$ cat src/pkg/tbt_pkg.sv
package tbt_pkg;

	// Counter geometry
	localparam int CNT_W = 21;
	localparam int CNT_DIV_LOG2 = 1;

	// Register bus
	localparam int BUS_DW = 32;
	localparam int BUS_BEW = 4;
	localparam int ADDR_W = 4;
	localparam logic [ADDR_W-1:0] CTRL_OFFSET = 4'h0;
	localparam logic [BUS_DW-1:0] UNMAPPED_READ = 32'h00000000;

	// Control/status register layout
	localparam int REG_W = 8;
	localparam int FLAG_BIT = 7;
	localparam int IE_BIT = 6;
	localparam int SEL_HI_BIT = 2;
	localparam int SEL_LO_BIT = 1;
	localparam int CLR_BIT = 0;
	localparam int BE_LANE = 0;
	localparam logic FLAG_RESET = 1'h0;
	localparam logic IE_RESET = 1'h0;
	localparam logic [1:0] SEL_RESET = 2'h0;
	localparam logic CLR_READ = 1'h1;
	localparam logic [2:0] UNUSED_READ = 3'h0;

	// Interval select codes, shortest to longest
	localparam logic [1:0] SEL_INT0 = 2'h0;
	localparam logic [1:0] SEL_INT1 = 2'h1;
	localparam logic [1:0] SEL_INT2 = 2'h2;
	localparam logic [1:0] SEL_INT3 = 2'h3;

	// Stabilization wait select codes
	localparam logic [1:0] WAIT_SEL_A = 2'h1;
	localparam logic [1:0] WAIT_SEL_B = 2'h2;
	localparam logic [1:0] WAIT_SEL_C = 2'h3;

	// Periods as powers of two of the oscillator period
	localparam int INT0_EXP = 13;
	localparam int INT1_EXP = 15;
	localparam int INT2_EXP = 18;
	localparam int INT3_EXP = 22;
	localparam int WAIT_A_EXP = 14;
	localparam int WAIT_B_EXP = 17;
	localparam int WAIT_C_EXP = 18;
	localparam int WDT_CLK_EXP = 21;
	localparam int LCD_CLK_EXP = 8;
	localparam int ADC_CLK_EXP = 10;

	// Overflowing bit n marks 2^(n+1) counts, i.e. 2^(n+2) oscillator periods
	localparam int OVF_OFS = CNT_DIV_LOG2 + 1;
	// A clock taken from bit n has a period of 2^(n+2) oscillator periods
	localparam int CLK_OFS = CNT_DIV_LOG2 + 1;

	typedef enum logic [1:0] {
		TBT_HALT,
		TBT_WAIT,
		TBT_RUN
	} tbt_mode_t;

endpackage : tbt_pkg

$ cat src/pkg/tbt_cnt_if.sv
`timescale 1ns/1ps
interface tbt_cnt_if;
	import tbt_pkg::*;

	logic clear;
	logic run;
	logic step;
	logic [CNT_W-1:0] count;

	modport ctl (
		output clear,
		output run,
		input step,
		input count
	);

	modport cnt (
		input clear,
		input run,
		output step,
		output count
	);

endinterface : tbt_cnt_if

$ cat src/hdl/tbt_counter.sv
`timescale 1ns/1ps
module tbt_counter
	import tbt_pkg::*;
(
	// Clock and reset
	input wire logic sys_clk,
	input wire logic rst,
	// Counter control and value
	tbt_cnt_if.cnt cif
);

	typedef struct packed {
		logic phase;
		logic [CNT_W-1:0] count;
	} tbt_cnt_state_t;

	tbt_cnt_state_t state_q;
	tbt_cnt_state_t state_d;

	// Count clock is every second system clock edge
	assign cif.step = state_q.phase & cif.run & ~cif.clear;
	assign cif.count = state_q.count;

	always_comb begin
		state_d = state_q;
		if (cif.clear) begin
			// A clear also restarts the divide-by-two phase
			state_d.phase = 1'b0;
			state_d.count = '0;
		end else if (cif.run) begin
			state_d.phase = ~state_q.phase;
			if (state_q.phase) begin
				state_d.count = state_q.count + {{(CNT_W-1){1'b0}}, 1'b1};
			end
		end
	end

	always_ff @(posedge sys_clk) begin
		if (rst) begin
			state_q <= '0;
		end else begin
			state_q <= state_d;
		end
	end

endmodule : tbt_counter

$ cat src/hdl/tbt_top.sv
`timescale 1ns/1ps
module tbt_top
	import tbt_pkg::*;
#(
	parameter int ADC_EXP = ADC_CLK_EXP
) (
	// Clock and reset
	input wire logic sys_clk,
	input wire logic rst,

	// Avalon-MM slave
	input wire logic [ADDR_W-1:0] avs_address,
	input wire logic avs_read,
	input wire logic avs_write,
	input wire logic [BUS_DW-1:0] avs_writedata,
	input wire logic [BUS_BEW-1:0] avs_byteenable,
	output logic [BUS_DW-1:0] avs_readdata,
	output logic avs_waitrequest,

	// Clock controller
	input wire logic main_stop_mode,
	input wire logic subclock_mode,
	input wire logic [1:0] stabilization_wait_select,
	output logic osc_stable,

	// Watchdog
	input wire logic watchdog_cs_timebase,
	output logic watchdog_clear,
	output logic watchdog_clk,

	// Peripheral clocks
	output logic adc_clk,
	output logic lcd_clk,

	// Interrupt to the CPU
	output logic timebase_irq_line
);

	// Counter bit whose overflow marks each interval
	localparam int TAP_INT0 = INT0_EXP - OVF_OFS;
	localparam int TAP_INT1 = INT1_EXP - OVF_OFS;
	localparam int TAP_INT2 = INT2_EXP - OVF_OFS;
	localparam int TAP_INT3 = INT3_EXP - OVF_OFS;

	// Counter bit whose overflow ends each stabilization wait
	localparam int TAP_WAIT_A = WAIT_A_EXP - OVF_OFS;
	localparam int TAP_WAIT_B = WAIT_B_EXP - OVF_OFS;
	localparam int TAP_WAIT_C = WAIT_C_EXP - OVF_OFS;

	// Counter bits driven out as divided clocks
	localparam int TAP_WDT = WDT_CLK_EXP - CLK_OFS;
	localparam int TAP_LCD = LCD_CLK_EXP - CLK_OFS;
	localparam int TAP_ADC = ADC_EXP - CLK_OFS;

	typedef struct packed {
		tbt_mode_t mode;
		logic flag;
		logic ie;
		logic [1:0] sel;
		logic irq;
		logic stable;
		logic wrq;
		logic [BUS_DW-1:0] rdata;
		logic wdt_clr;
		logic wdt_clk;
		logic adc_clk;
		logic lcd_clk;
	} tbt_top_state_t;

	tbt_top_state_t state_q;
	tbt_top_state_t state_d;

	tbt_cnt_if cif ();

	tbt_counter u_counter (
		.sys_clk(sys_clk),
		.rst(rst),
		.cif(cif)
	);

	// True when bits tap..0 are all ones, so the next step carries out of tap
	function automatic logic tap_full(
		input logic [CNT_W-1:0] c,
		input int tap
	);
		logic r;
		r = 1'b1;
		for (int i = 0; i < CNT_W; i++) begin
			if (i <= tap && !c[i]) begin
				r = 1'b0;
			end
		end
		return r;
	endfunction : tap_full

	// Interval bit for a select code, shortest first
	function automatic int interval_tap(
		input logic [1:0] code
	);
		int t;
		t = TAP_INT0;
		case (code)
			SEL_INT0: t = TAP_INT0;
			SEL_INT1: t = TAP_INT1;
			SEL_INT2: t = TAP_INT2;
			SEL_INT3: t = TAP_INT3;
			default: t = TAP_INT0;
		endcase
		return t;
	endfunction : interval_tap

	// Stabilization wait bit; the unused code falls back to the shortest wait
	function automatic int wait_tap(
		input logic [1:0] code
	);
		int t;
		t = TAP_WAIT_A;
		case (code)
			WAIT_SEL_A: t = TAP_WAIT_A;
			WAIT_SEL_B: t = TAP_WAIT_B;
			WAIT_SEL_C: t = TAP_WAIT_C;
			default: t = TAP_WAIT_A;
		endcase
		return t;
	endfunction : wait_tap

	// Register image as software sees it
	function automatic logic [REG_W-1:0] reg_image(
		input tbt_top_state_t s
	);
		logic [REG_W-1:0] v;
		v = '0;
		v[FLAG_BIT] = s.flag;
		v[IE_BIT] = s.ie;
		v[IE_BIT-1:SEL_HI_BIT+1] = UNUSED_READ;
		v[SEL_HI_BIT:SEL_LO_BIT] = s.sel;
		v[CLR_BIT] = CLR_READ;
		return v;
	endfunction : reg_image

	logic osc_off;
	logic hit;
	logic wr_now;
	logic sw_clear;
	logic any_clear;
	logic int_ovf;
	logic wait_ovf;

	// Oscillator is stopped in either low-power mode
	assign osc_off = main_stop_mode | subclock_mode;

	assign hit = (avs_address == CTRL_OFFSET);

	// A write lands on the edge where waitrequest is seen low
	assign wr_now = avs_write & ~state_q.wrq & hit & avs_byteenable[BE_LANE];

	assign sw_clear = wr_now & ~avs_writedata[CLR_BIT];

	// Mode entry clears and keeps clearing while the oscillator is off
	assign any_clear = sw_clear | osc_off;

	assign cif.clear = any_clear;
	assign cif.run = ~osc_off;

	// An overflow that meets a clear is dropped
	assign int_ovf = cif.step & tap_full(cif.count, interval_tap(state_q.sel)) & ~any_clear;

	assign wait_ovf = cif.step & tap_full(cif.count, wait_tap(stabilization_wait_select)) & ~any_clear;

	always_comb begin
		state_d = state_q;

		// Bus handshake: one wait cycle, then a single cycle with waitrequest low
		if (state_q.wrq) begin
			if (avs_read || avs_write) begin
				state_d.wrq = 1'b0;
				if (avs_read && hit) begin
					state_d.rdata = {{(BUS_DW-REG_W){1'b0}}, reg_image(state_q)};
				end else begin
					state_d.rdata = UNMAPPED_READ;
				end
			end
		end else begin
			state_d.wrq = 1'b1;
		end

		// Software writes to the control fields
		if (wr_now) begin
			state_d.ie = avs_writedata[IE_BIT];
			state_d.sel = avs_writedata[SEL_HI_BIT:SEL_LO_BIT];
			if (!avs_writedata[FLAG_BIT]) begin
				state_d.flag = 1'b0;
			end
		end

		// Hardware set wins over a software clear in the same cycle
		if (int_ovf) begin
			state_d.flag = 1'b1;
		end

		// Request follows the next flag and enable, so enabling over a set flag fires at once
		state_d.irq = state_d.flag & state_d.ie;

		// Oscillator mode tracking
		case (state_q.mode)
			TBT_RUN: begin
				if (osc_off) begin
					state_d.mode = TBT_HALT;
					state_d.stable = 1'b0;
				end
			end
			TBT_HALT: begin
				if (!osc_off) begin
					state_d.mode = TBT_WAIT;
				end
			end
			TBT_WAIT: begin
				if (osc_off) begin
					state_d.mode = TBT_HALT;
				end else if (wait_ovf) begin
					state_d.mode = TBT_RUN;
					state_d.stable = 1'b1;
				end
			end
			default: begin
				state_d.mode = TBT_HALT;
				state_d.stable = 1'b0;
			end
		endcase

		// Watchdog follows every clear when it counts this clock
		state_d.wdt_clr = any_clear & watchdog_cs_timebase;

		// Divided clocks; a clear drops them back to their initial low phase
		state_d.wdt_clk = cif.count[TAP_WDT];
		state_d.adc_clk = cif.count[TAP_ADC];
		state_d.lcd_clk = cif.count[TAP_LCD];
	end

	always_ff @(posedge sys_clk) begin
		if (rst) begin
			// Power-on: oscillator just started, so the wait must be counted
			state_q.mode <= TBT_WAIT;
			state_q.flag <= FLAG_RESET;
			state_q.ie <= IE_RESET;
			state_q.sel <= SEL_RESET;
			state_q.irq <= 1'b0;
			state_q.stable <= 1'b0;
			state_q.wrq <= 1'b1;
			state_q.rdata <= UNMAPPED_READ;
			state_q.wdt_clr <= 1'b0;
			state_q.wdt_clk <= 1'b0;
			state_q.adc_clk <= 1'b0;
			state_q.lcd_clk <= 1'b0;
		end else begin
			state_q <= state_d;
		end
	end

	assign avs_readdata = state_q.rdata;
	assign avs_waitrequest = state_q.wrq;
	assign osc_stable = state_q.stable;
	assign watchdog_clear = state_q.wdt_clr;
	assign watchdog_clk = state_q.wdt_clk;
	assign adc_clk = state_q.adc_clk;
	assign lcd_clk = state_q.lcd_clk;
	assign timebase_irq_line = state_q.irq;

endmodule : tbt_top

$ cat config.mk
export PLATFORM = sky130hd
export DESIGN_NAME = tbt_top
export DESIGN_NICKNAME = d
export VERILOG_FILES = /design/src/pkg/tbt_pkg.sv /design/src/pkg/tbt_cnt_if.sv /design/src/hdl/tbt_counter.sv /design/src/hdl/tbt_top.sv
export SDC_FILE = /design/constraint.sdc
export NUM_CORES = 1
export LEC_CHECK = 0
export ABC_CLOCK_PERIOD_IN_PS = 1400
export BUFFER_PORTS_ARGS = -buffer_cell sky130_fd_sc_hd__buf_2
export CAP_MARGIN = 25
export CORE_UTILIZATION = 42
export CTS_CLUSTER_DIAMETER = 150
export DETAILED_ROUTE_END_ITERATION = 10
export PLACE_DENSITY_LB_ADDON = 0.2
export SYNTH_ARGS = -nofsm -noshare
export SYNTH_HDL_FRONTEND = slang
export SYNTH_SLANG_ARGS = --single-unit
$ cat constraint.sdc
create_clock -name sys_clk -period 1.4 [get_ports sys_clk]
set_clock_uncertainty 0.1 [all_clocks]
set_input_delay 0.07 -clock sys_clk [delete_from_list [all_inputs] [get_ports sys_clk]]
set_output_delay 0.07 -clock sys_clk [all_outputs]
set_load 0.02 [all_outputs]
== Word-level counts from Yosys, hierarchy flattened ==
Cells that the tools add are included.
Widths: inputs -> output; s select.

* Register bits after elaboration: 67
* Output and inout bits: 39
* Memory bits (writable): 0
* Bits in latches: 0
* Input bits: 49
* Memories kept: 0
* Memory bits (read-only): 0

* Bitwise logic cells: 20
* Add/sub/neg operators: 1
* Multiplexer cells: 58
* Reduce and logical (&&, ||, !) cells: 74
* Eq/ne operators: 12
* Multiply operators: 0
* Divide/modulo/power cells: 0
* Shift operators: 0
* Magnitude comparators: 42

{| class="wikitable"
|+ Operators with widths
! kind !! number
|-
| $le 5x32->1 const A || 16
|-
| $le 6x32->1 const A || 10
|-
| $le 4x32->1 const A || 8
|-
| $le 3x32->1 const A || 4
|-
| $pmux 32 s4 || 1
|-
| $le 1x32->1 const A || 2
|-
| $le 2x32->1 const A || 2
|-
| $mux 1 || 47
|-
| $logic_and 1x1->1 || 43
|-
| $mux 33 || 1
|-
| $add 21x1->21 const B || 1
|-
| $logic_not 1->1 || 21
|-
| $and 1x1->1 || 12
|-
| $eq 2x2->1 const B || 5
|-
| $pmux 5 s2 || 1
|-
| $mux 2 || 4
|-
| $mux 8 || 1
|-
| $ne 2x2->1 const B || 4
|-
| $not 1->1 || 6
|-
| $pmux 2 s3 || 1
|-
| $eq 2x1->1 const B || 2
|-
| $logic_not 2->1 || 2
|-
| $logic_not 4->1 || 1
|-
| $mux 4 || 1
|-
| other kinds (8) || 11
|}

== Logic depth before layout (Yosys ltp) ==
Gate-level depths: netlist of the first run.

* Depth after elaboration: 30
* Mapped depth: 6
* Mapped depth without buffers: 5

== Cells and area by module ==
Synthesis of the first run repeated with hierarchy kept, for this count alone.

* Cells, all modules: 251
* Area, all modules: 2,144.6 sq um

{| class="wikitable"
|+ By module, submodules not included
! module !! area an instance (sq um) !! cells each !! sequential area each (sq um) !! times used
|-
| tbt_counter || 1,149.9 || 138 || 440.4 || 1
|-
| tbt_top || 994.7 || 113 || 360.3 || 1
|}

== Least setup slack after synthesis of the first run ==
No wires, ideal clock.

* Path kind: register to register
* From: register u_counter.state_q[21] in the netlist's numbering
* To: register u_counter.state_q (netlist bit u_counter.cif.count[20])
* Data required time: 1.185 ns
* Path buffers: 1
* Cell stages (with the launch flop): 7
* Slack: -0.128 ns
* Period minus slack after synthesis: 1.528 ns
* Data arrival time: 1.313 ns
* Setup time: 0.115 ns
* Cells stage by stage: dfxtp_1 and4bb_2 nand3_1 buf_2 nor4_4 xnor2_1 nor2_1

* Word-level cells in the longest chain between the ends: 1

{| class="wikitable"
|+ RTL lines
! element !! RTL line !! source
|-
| start, declared || tbt_counter.sv:17 || <nowiki>tbt_cnt_state_t state_q;</nowiki>
|-
| start signal, assigned || tbt_counter.sv:42 || <nowiki>state_q <= state_d;</nowiki>
|-
| $reduce_and 2->1 (no source line) || - ||
|}

Every way passes these cells.
A chain may end at the register's enable or synchronous reset.

== Worst setup path in the final report of the first run ==
* From: register u_counter.state_q (netlist bit u_counter.cif.count[7])
* To: register u_counter.state_q (netlist bit u_counter.cif.count[20])

* Word-level cells in the longest chain between the ends: 1

{| class="wikitable"
|+ RTL lines
! element !! RTL line !! source
|-
| $add 21x1->21 || tbt_counter.sv:33 || <nowiki>state_d.count = state_q.count + {{(CNT_W-1){1'b0}}, 1'b1};</nowiki>
|}

Every way passes these cells.

==> results of run 1 <==
worst paths after layout:
path,cells after the start,end,startpoint,slack (ns)
setup / recovery,6,u_counter.cif.count[20],u_counter.cif.count[7],-0.19
hold / removal,4,state_q[42],avs_writedata[7],0.04
setup reg to reg,6,u_counter.cif.count[20],u_counter.cif.count[7],-0.19
hold reg to reg,2,avs_readdata[0],avs_readdata[0],0.39
per-layer routing:
layer  vias up  track usage (%)  share of wire (%)  wire, µm
li1        879                -                  -         -
met1       831            21.84                 42      2124
met2        77            31.41                 49      2500
met3        13            4.558                6.8       345
met4         0            6.444                2.2       111
met5         -                0                  0         0
stage by stage:
| stage | worst slack [ns] | std cells | hold WS, ns |
|---|---|---|---|
| 3_3_place_gp | -0.2677 | 324 | 0.2168 |
| 3_5_place_dp | -0.3002 | 324 | 0.2254 |
| 2_1_floorplan | -0.08424 | 247 | 0.04697 |
| 5_1_grt | -0.2786 | 360 | 0.08496 |
| 6_report | -0.1945 | 360 | 0.04443 |
| 4_1_cts | -0.1409 | 346 | 0.03169 |
report_power, final:
group,total [mW],internal (mW),switching [mW]
Clock,0.994,0.537,0.457
Sequential,1.15,1.14,0.00686
Combinational,0.208,0.0734,0.135
Total,2.35,1.75,0.599
synthesized netlist by cell type:
library cell  count  area share [%]
dfxtp_1          40              40
buf_4            32              12
nor2_1           31             5.8
xnor2_1          14             6.2
nand2_1          12             2.3
nor3_1           12             3.0
nand3_1          10             2.5
inv_1             7             1.3
a21oi_1           6             1.5
o21ai_0           6             1.5
a22oi_1           4             1.5
mux2i_1           4             2.0
nor4_2            3             1.9
or3_1             3            0.94
xor2_1            3             1.3
a31oi_1           2            0.63
and4_1            2            0.88
buf_2             2            0.50
buf_6             2             1.1
clkbuf_1          2            0.38
ha_1              2             1.3
nor2b_1           2            0.63
nor4_4            2             2.1
or4_4             2             1.1
a21boi_0          1            0.38
a31o_2            1            0.44
and3_1            1            0.31
and4bb_2          1            0.63
conb_1            1            0.19
nand2b_1          1            0.31
nand3b_1          1            0.38
nand4_4           1             1.1
nor3_4            1            0.82
nor3b_1           1            0.38
nor4_1            1            0.31
o31ai_1           1            0.38
o41a_1            1            0.57
o41ai_1           1            0.44
or2_2             1            0.31
or4_1             1            0.38
final cells by class:
type / count / area, µm²
Fill cell: 349 / 1515
Clock buffer: 5 / 68.82
Sequential cell: 40 / 813.3
Timing Repair Buffer: 87 / 659.4
Clock inverter: 3 / 46.29
Inverter: 7 / 26.28
Tap cell: 52 / 65.06
Multi-Input combinational cell: 166 / 1250
worst min-delay path, cell delays in order:
cell and delay, ns:
buf_2 0.08, o41ai_1 0.07, o41a_1 0.12, nor2_1 0.08
cells by family (layout without fill, tap and decap cells):
logic type	count (synthesis)	after routing	share of synthesized area, %
adders and majority gates	2	2	1.256
AOI/OAI and AO/OA	23	23	7.350
other	1	27	0.1883
muxes	4	4	2.010
buffers and inverters	45	102	15.39
DFF	40	40	40.20
and+or+nand+nor	89	93	26.13
xor gates and xnor gates	17	17	7.475
placed cells by master (no fill, tap or decap), types with 5 or more instances in the layout:
| master | count |
|---|---|
| nor2_1 | 29 |
| xnor2_1 | 13 |
| dfxtp_1 | 32 |
| nor4_4 | 5 |
| inv_1 | 7 |
| nor3_4 | 8 |
| clkbuf_8 | 5 |
| buf_4 | 40 |
| o21ai_0 | 6 |
| dlygate4sd3_1 | 7 |
| buf_2 | 29 |
| nand2_1 | 11 |
| or4_4 | 5 |
| nand3_1 | 6 |
| conb_1 | 27 |
| dfxtp_2 | 7 |
| buf_6 | 7 |
timing repair:
action / 4_1_cts / 5_1_grt
buffers inserted: 5 / 13
hold endpoints to repair: 7 / 0
hold buffers: 7 / 0
cloned: 2 / 3
gates resized for setup: 31 / 31
endpoints found under the setup margin: 23 / 28
pin swaps: 18 / 32
==> flow_summary.json, run 1 <==
{
  "setup_violations": 28,
  "netlist_area_um2": 1992,
  "wl_um": 5082,
  "layout-drive-gt1-share_pct": 44.81,
  "clock_sinks": 40,
  "place_area_um2": 2298,
  "yosysSeqAreaShare_pct": 40.20,
  "final_nets": 358,
  "cp.arrival_ns": 1.69,
  "clk_pin_slew_ns": 0.09,
  "drtIter0Drc": 102,
  "failed_checks": "design-rule violations, negative setup slack",
  "hold_violations": 0,
  "cpPeakStageDelay_ns": 0.34,
  "crit_path_max_fanout": 6,
  "gp_congestion": 0.7241,
  "antenna_cells": 0,
  "worstSetupStartpointType": "flip-flop",
  "rsz0062_at_grt": "yes",
  "dr.pass1.iters": 9,
  "fp.dieW_um": 70.87,
  "ir_drop_uv": 459.7,
  "ys_types": 40,
  "coreArea_um2": 4444,
  "boundaryPins": 88,
  "grt_max_degree": 23,
  "syn_to_final_growth_pct": 47.05,
  "vias": 1800,
  "grtUsageTotal_pct": 18.13,
  "crit_family": "simple AND/OR/NAND/NOR gates",
  "ys_seq_elements": 40,
  "leakage_nw": 1.309,
  "drt-vias-per-instance": 5.000,
  "synthCells": 221,
  "grt_pass1_vias": 1583,
  "fmax_ghz": 0.6272,
  "power.total_mw": 2.353,
  "numCtsBuffers": 5,
  "period_minus_slack_ns": 1.595,
  "max_cap_viol_count": 0,
  "ant_nets": 0,
  "gr-total-overflow": 0,
  "final_area_um2": 2929,
  "drc": 10,
  "antenna_found_initial": 0,
  "hpwlAfterDp_um": 2701,
  "dieArea_um2": 5022,
  "cts_max_path_buffers": 2,
  "clockRootBuffer": "clkbuf_8",
  "slew_violations": 0,
  "rows": 24,
  "finalSetupTns_ns": -3.165,
  "cts_max_level": 2,
  "syn_area_per_cell_um2": 9.013,
  "start_util_pct": 44.82,
  "powerDensity_nw_per_um2": 803.4,
  "cp-end-kind": "flip-flop",
  "setup_ws_ns": -0.1945,
  "cts_tree": "yes",
  "grt_first_pass_wirelength_um": 7176,
  "status": "finished, violations left",
  "crit_slowest_cell": "dfxtp_2",
  "crit_chain": "and4_4 -> nand3_4 -> buf_8 -> nor4_4 -> xnor2_1 -> nor2_1",
  "die_y_um": 70.87,
  "hp-class": "input pin to flip-flop",
  "clk_latency_ns": 0.30,
  "largest_reg_flops": 21,
  "crit_type": "flip-flop to flip-flop",
  "port_buffers": 30,
  "min_period_over_period_pct": 113.9,
  "worstPathRequired_ns": 1.49,
  "wire_per_inst_um": 14.12,
  "yosysWarnings": 0,
  "path_buf_inv": 1,
  "final_util_pct": 65.91
}
Power figures use the tool's default switching activity.
==> inputs of run 2 (changes only) <==
--- a/constraint.sdc
+++ b/constraint.sdc
@@ -4,2 +4,2 @@
 set_output_delay 0.07 -clock sys_clk [all_outputs]
-set_load 0.02 [all_outputs]
+set_load 0.01 [all_outputs]
==> run 2 against run 1 <==
- the flow finishes with violations (negative setup slack)
- first-iteration DRC count down 18%
- setup slack better by 0.067 ns
- via count down 6.4%
- largest power group unchanged
- highest routed layer unchanged
==> flow_summary.json, run 2 (synthesis gave the netlist of run 1 again) <==
{
  "mostFrequentLayoutCells": "buf_4 (37), dfxtp_1 (33), nor2_1 (31), buf_2 (29), conb_1 (27)",
  "start_util_pct": 44.82,
  "syn_to_final_growth_pct": 39.89,
  "clock_sinks": 40,
  "clk_pin_slew_ns": 0.08,
  "vias": 1684,
  "leakage_nw": 1.212,
  "cts_tree": "yes",
  "setup_ws_ns": -0.1274,
  "finalSetupTns_ns": -1.549,
  "layout-drive-gt1-share_pct": 42.81,
  "rsz0062_at_grt": "yes",
  "ff2ff_path_depth": 6,
  "die_y_um": 70.87,
  "final_common_cell": "buf_4",
  "r2r_slack_ns": -0.13,
  "cp.arrival_ns": 1.62,
  "gp_congestion": 0.7318,
  "powerDensity_nw_per_um2": 802.4,
  "crit_slowest_cell": "dfxtp_2",
  "cpPeakStageDelay_ns": 0.34,
  "antenna_cells": 0,
  "ant_nets": 0,
  "crit_type": "flip-flop to flip-flop",
  "whs_ns": 0.03270,
  "clockRootBuffer": "clkbuf_8",
  "crit_chain": "and4_4 -> nand3_4 -> buf_6 -> nor4_4 -> xnor2_1 -> nor2_1",
  "worstSetupStartpointType": "flip-flop",
  "dr.pass1.iters": 6,
  "hpwlAfterDp_um": 2693,
  "max_cap_viol_count": 0,
  "power.total_mw": 2.236,
  "failed_checks": "negative setup slack",
  "fp.dieW_um": 70.87,
  "fmax_ghz": 0.6547,
  "dieArea_um2": 5022,
  "grt_first_pass_wirelength_um": 6996,
  "drt-vias-per-instance": 4.798,
  "port_buffers": 30,
  "min_period_over_period_pct": 109.1,
  "place_ws_ns": -0.2943,
  "largest_reg_flops": 21,
  "boundaryPins": 88,
  "numCtsBuffers": 5,
  "coreArea_um2": 4444,
  "cp-end-kind": "flip-flop",
  "status": "finished, violations left",
  "slew_violations": 0,
  "grtUsageTotal_pct": 18.15,
  "final_nets": 349,
  "wl_um": 4335,
  "clk_latency_ns": 0.29,
  "cts_max_level": 2,
  "wire_per_inst_um": 12.35,
  "period_minus_slack_ns": 1.527,
  "hold_violations": 0,
  "cts_max_path_buffers": 2,
  "gr-total-overflow": 0,
  "grt_max_degree": 19,
  "drtIter0Drc": 84,
  "grt_pass1_vias": 1482,
  "drc": 0,
  "hp-class": "input pin to flip-flop",
  "crit_path_max_fanout": 5,
  "antenna_found_initial": 0,
  "rows": 24,
  "ir_drop_uv": 407.3,
  "min_path_cells": 3,
  "worstPathRequired_ns": 1.50,
  "setup_violations": 20
}
## run 2: cell count changes in the layout (fill, tap and decap cells not counted), sizes merged
| cell | delta |
|---|---|
| dlygate4sd3 | -3 |
| buf | -6 |
| clkinv | +1 |
| clkinvlp | -1 |
| inv | -1 |
| clkbuf | +1 |
## run 2: layout make-up
type	count	area (µm²)
Fill cell	383	1658
Inverter	7	26.28
Multi-Input combinational cell	166	1222
Clock inverter	2	35.03
Tap cell	52	65.06
Timing Repair Buffer	78	553.0
Clock buffer	6	72.57
Sequential cell	40	812.0
## run 2: final timing paths
| check | start | endpoint |
|---|---|---|
| setup / recovery | u_counter.cif.count[7] | u_counter.cif.count[20] |
| hold / removal | subclock_mode | state_q[44] |
| setup reg to reg | u_counter.cif.count[7] | u_counter.cif.count[20] |
| hold reg to reg | avs_readdata[0] | avs_readdata[0] |
## run 2: per-layer routing
metal	track usage, %	part of all wire, %
met5	0	0
met4	9.778	3.5
met3	4.558	4.7
met2	29.38	47
met1	22.22	45
## run 2: critical path: cells and delay by family, from the launching register on
kind	cells	cell delay, ns
buf+inv	1	0.16
flops	1	0.34
simple gates	4	0.68
xor+xnor	1	0.14
## run 2: repair_timing
item,CTS,global route
gates resized for setup,34,16
setup endpoints to repair,27,28
cloned,3,1
endpoints found under the hold margin,4,0
setup buffers,7,1
hold buffers,4,0
pin swaps,28,17
## run 2: report_power, final
| group | total [mW] | switching (mW) | leakage, nW | internal (mW) |
|---|---|---|---|---|
| clock | 0.923 | 0.394 | 0.0552 | 0.529 |
| combinational | 0.164 | 0.0995 | 0.831 | 0.0648 |
| sequential | 1.15 | 0.00495 | 0.326 | 1.14 |
## run 2: metrics by stage
stage | utilization, % | cells | instance area, µm²
global route | 62.70 | 351 | 2786
floorplan | - | 247 | 2127
detailed placement | 52.20 | 327 | 2320
global placement | 52.20 | 327 | 2320
CTS | 60.70 | 349 | 2698
finish | 62.70 | 351 | 2786
==> inputs of run 3 (changes only) <==
- CORE_MARGIN: unset -> 3
==> run 3 against run 2 <==
- the flow still finishes with violations (negative setup slack)
- sequential share of layout area decreased by 0.21 points
- sequential power hardly changed
- first-iteration DRC count fell by 26%
- final cell count is the same
- die area increased by 12%
- routed wire length increased by 10%
- register-to-register slack got worse by 0.04 ns
- via count increased by 2.3%
- clock power up 5.3%
- critical path depth fell by 1
- count of clock-buffer cells in the layout decreased by 1
- critical path type unchanged
- critical endpoint is now u_counter.cif.count[12]
- largest cell class unchanged
- highest routed layer unchanged
==> flow_summary.json, run 3 (synthesis gave the netlist of run 1 again) <==
{
  "status": "finished, violations left",
  "failed_checks": "negative setup slack",
  "max_cap_viol_count": 0,
  "clk_pin_slew_ns": 0.09,
  "dieArea_um2": 5605,
  "setup_ws_ns": -0.1639,
  "hold_violations": 0,
  "cp.arrival_ns": 1.70,
  "port_buffers": 30,
  "ir_drop_uv": 453.5,
  "cpPeakStageDelay_ns": 0.38,
  "grt_util_met2_pct": 29.50,
  "worstSetupStartpointType": "flip-flop",
  "crit_slowest_cell": "or3_1",
  "crit_chain": "and4_4 -> nand3_4 -> buf_4 -> or3_1 -> a21oi_2",
  "use_met1_pct": 20.26,
  "largest_reg_flops": 21,
  "whs_ns": 0.02847,
  "clockRootBuffer": "clkbuf_8",
  "period_minus_slack_ns": 1.564,
  "drtIter0Drc": 62,
  "slew_violations": 0,
  "clock_sinks": 40,
  "numCtsBuffers": 5,
  "wl_um": 4767,
  "final_area_um2": 2811,
  "powerDensity_nw_per_um2": 811.5,
  "cts_tree": "yes",
  "grt_first_pass_wirelength_um": 7245,
  "start_util_pct": 44.52,
  "fp.dieW_um": 74.87,
  "antenna_found_initial": 0,
  "grt_max_degree": 19,
  "wire_per_inst_um": 13.58,
  "place_area_um2": 2312,
  "grt_pass1_vias": 1616,
  "dr.pass1.iters": 4,
  "crit_type": "flip-flop to flip-flop",
  "coreArea_um2": 4474,
  "cts_max_path_buffers": 2,
  "hpwlAfterDp_um": 2820,
  "mostFrequentLayoutCells": "buf_4 (37), nor2_1 (31), dfxtp_1 (30), buf_2 (30), conb_1 (27)",
  "gr-total-overflow": 0,
  "r2r_slack_ns": -0.16,
  "leakage_nw": 1.258,
  "gp_congestion": 0.8069,
  "drt-vias-per-instance": 4.909,
  "antenna_cells": 0,
  "setup_violations": 20,
  "rsz0062_at_grt": "yes",
  "syn_to_final_growth_pct": 41.14,
  "crit_path_max_fanout": 4,
  "final_common_cell": "buf_4",
  "grt.met3_usage_pct": 4.139,
  "die_y_um": 74.87,
  "crit_family": "simple AND/OR/NAND/NOR gates",
  "fmax_ghz": 0.6394,
  "clk_latency_ns": 0.30,
  "grtUsageTotal_pct": 17.17,
  "finalSetupTns_ns": -1.893,
  "min_period_over_period_pct": 111.7,
  "boundaryPins": 88,
  "cts_max_level": 2,
  "layout-drive-gt1-share_pct": 44.82,
  "rows": 24,
  "path_buf_inv": 1,
  "ant_nets": 0,
  "worstPathRequired_ns": 1.54,
  "drc": 0,
  "busiest_layer": "met2",
  "final_nets": 349,
  "vias": 1723,
  "hp-class": "input pin to flip-flop",
  "cp-end-kind": "flip-flop"
}
==> run 3: worst paths after layout <==
path,from,end,cells past startpoint
max,u_counter.cif.count[9],u_counter.cif.count[12],5
max reg2reg,u_counter.cif.count[9],u_counter.cif.count[12],5
min,subclock_mode,state_q[44],3
min reg2reg,avs_readdata[0],avs_readdata[0],2
==> run 3: timing repair <==
action	4_1_cts	5_1_grt
endpoints found under the hold margin	4	0
hold buffers	4	0
buffers inserted	8	1
gates cloned	5	0
setup endpoints to repair	26	28
gates resized for setup	35	23
pin swaps	22	15
==> run 3: tightest hold or removal path, delay by kind of cell <==
| family | cells | cell delay, ns |
|---|---|---|
| simple gates | 1 | 0.06 |
| buf+inv | 2 | 0.24 |
==> run 3: per-layer routing <==
metal  vias to the layer above  part of all wire (%)
li1                        861                     -
met1                       794                    42
met2                        55                    50
met3                        13                   4.5
met4                         0                   2.9
met5                         -                     0
==> run 3: metrics by stage <==
stage / instances / worst slack, ns / power [mW] / util [%]
after CTS: 351 / -0.1232 / 2.298 / 60.29
final: 351 / -0.1639 / 2.281 / 62.84
after detailed placement: 326 / -0.3329 / 1.312 / 51.68
after floorplan: 247 / -0.08434 / 1.310 / -
after global placement: 326 / -0.3032 / 1.312 / 51.68
after global routing: 351 / -0.2326 / 2.369 / 62.84
==> run 3: report_power, final <==
group | switching (mW) | total, mW | internal, mW | leakage [nW]
Combinational | 0.0982 | 0.160 | 0.0619 | 0.872
Clock | 0.435 | 0.972 | 0.537 | 0.0583
Sequential | 0.00516 | 1.15 | 1.14 | 0.327
Total | 0.538 | 2.28 | 1.74 | 1.26
==> run 3: layout make-up <==
type,count,area (µm²)
multi-input combinational,166,1240
fill,370,1663
sequential,40,813.3
inverter,7,26.28
clock inverter,3,47.55
clock buffer,5,68.82
timing repair buffer,78,550.5
tap,52,65.06
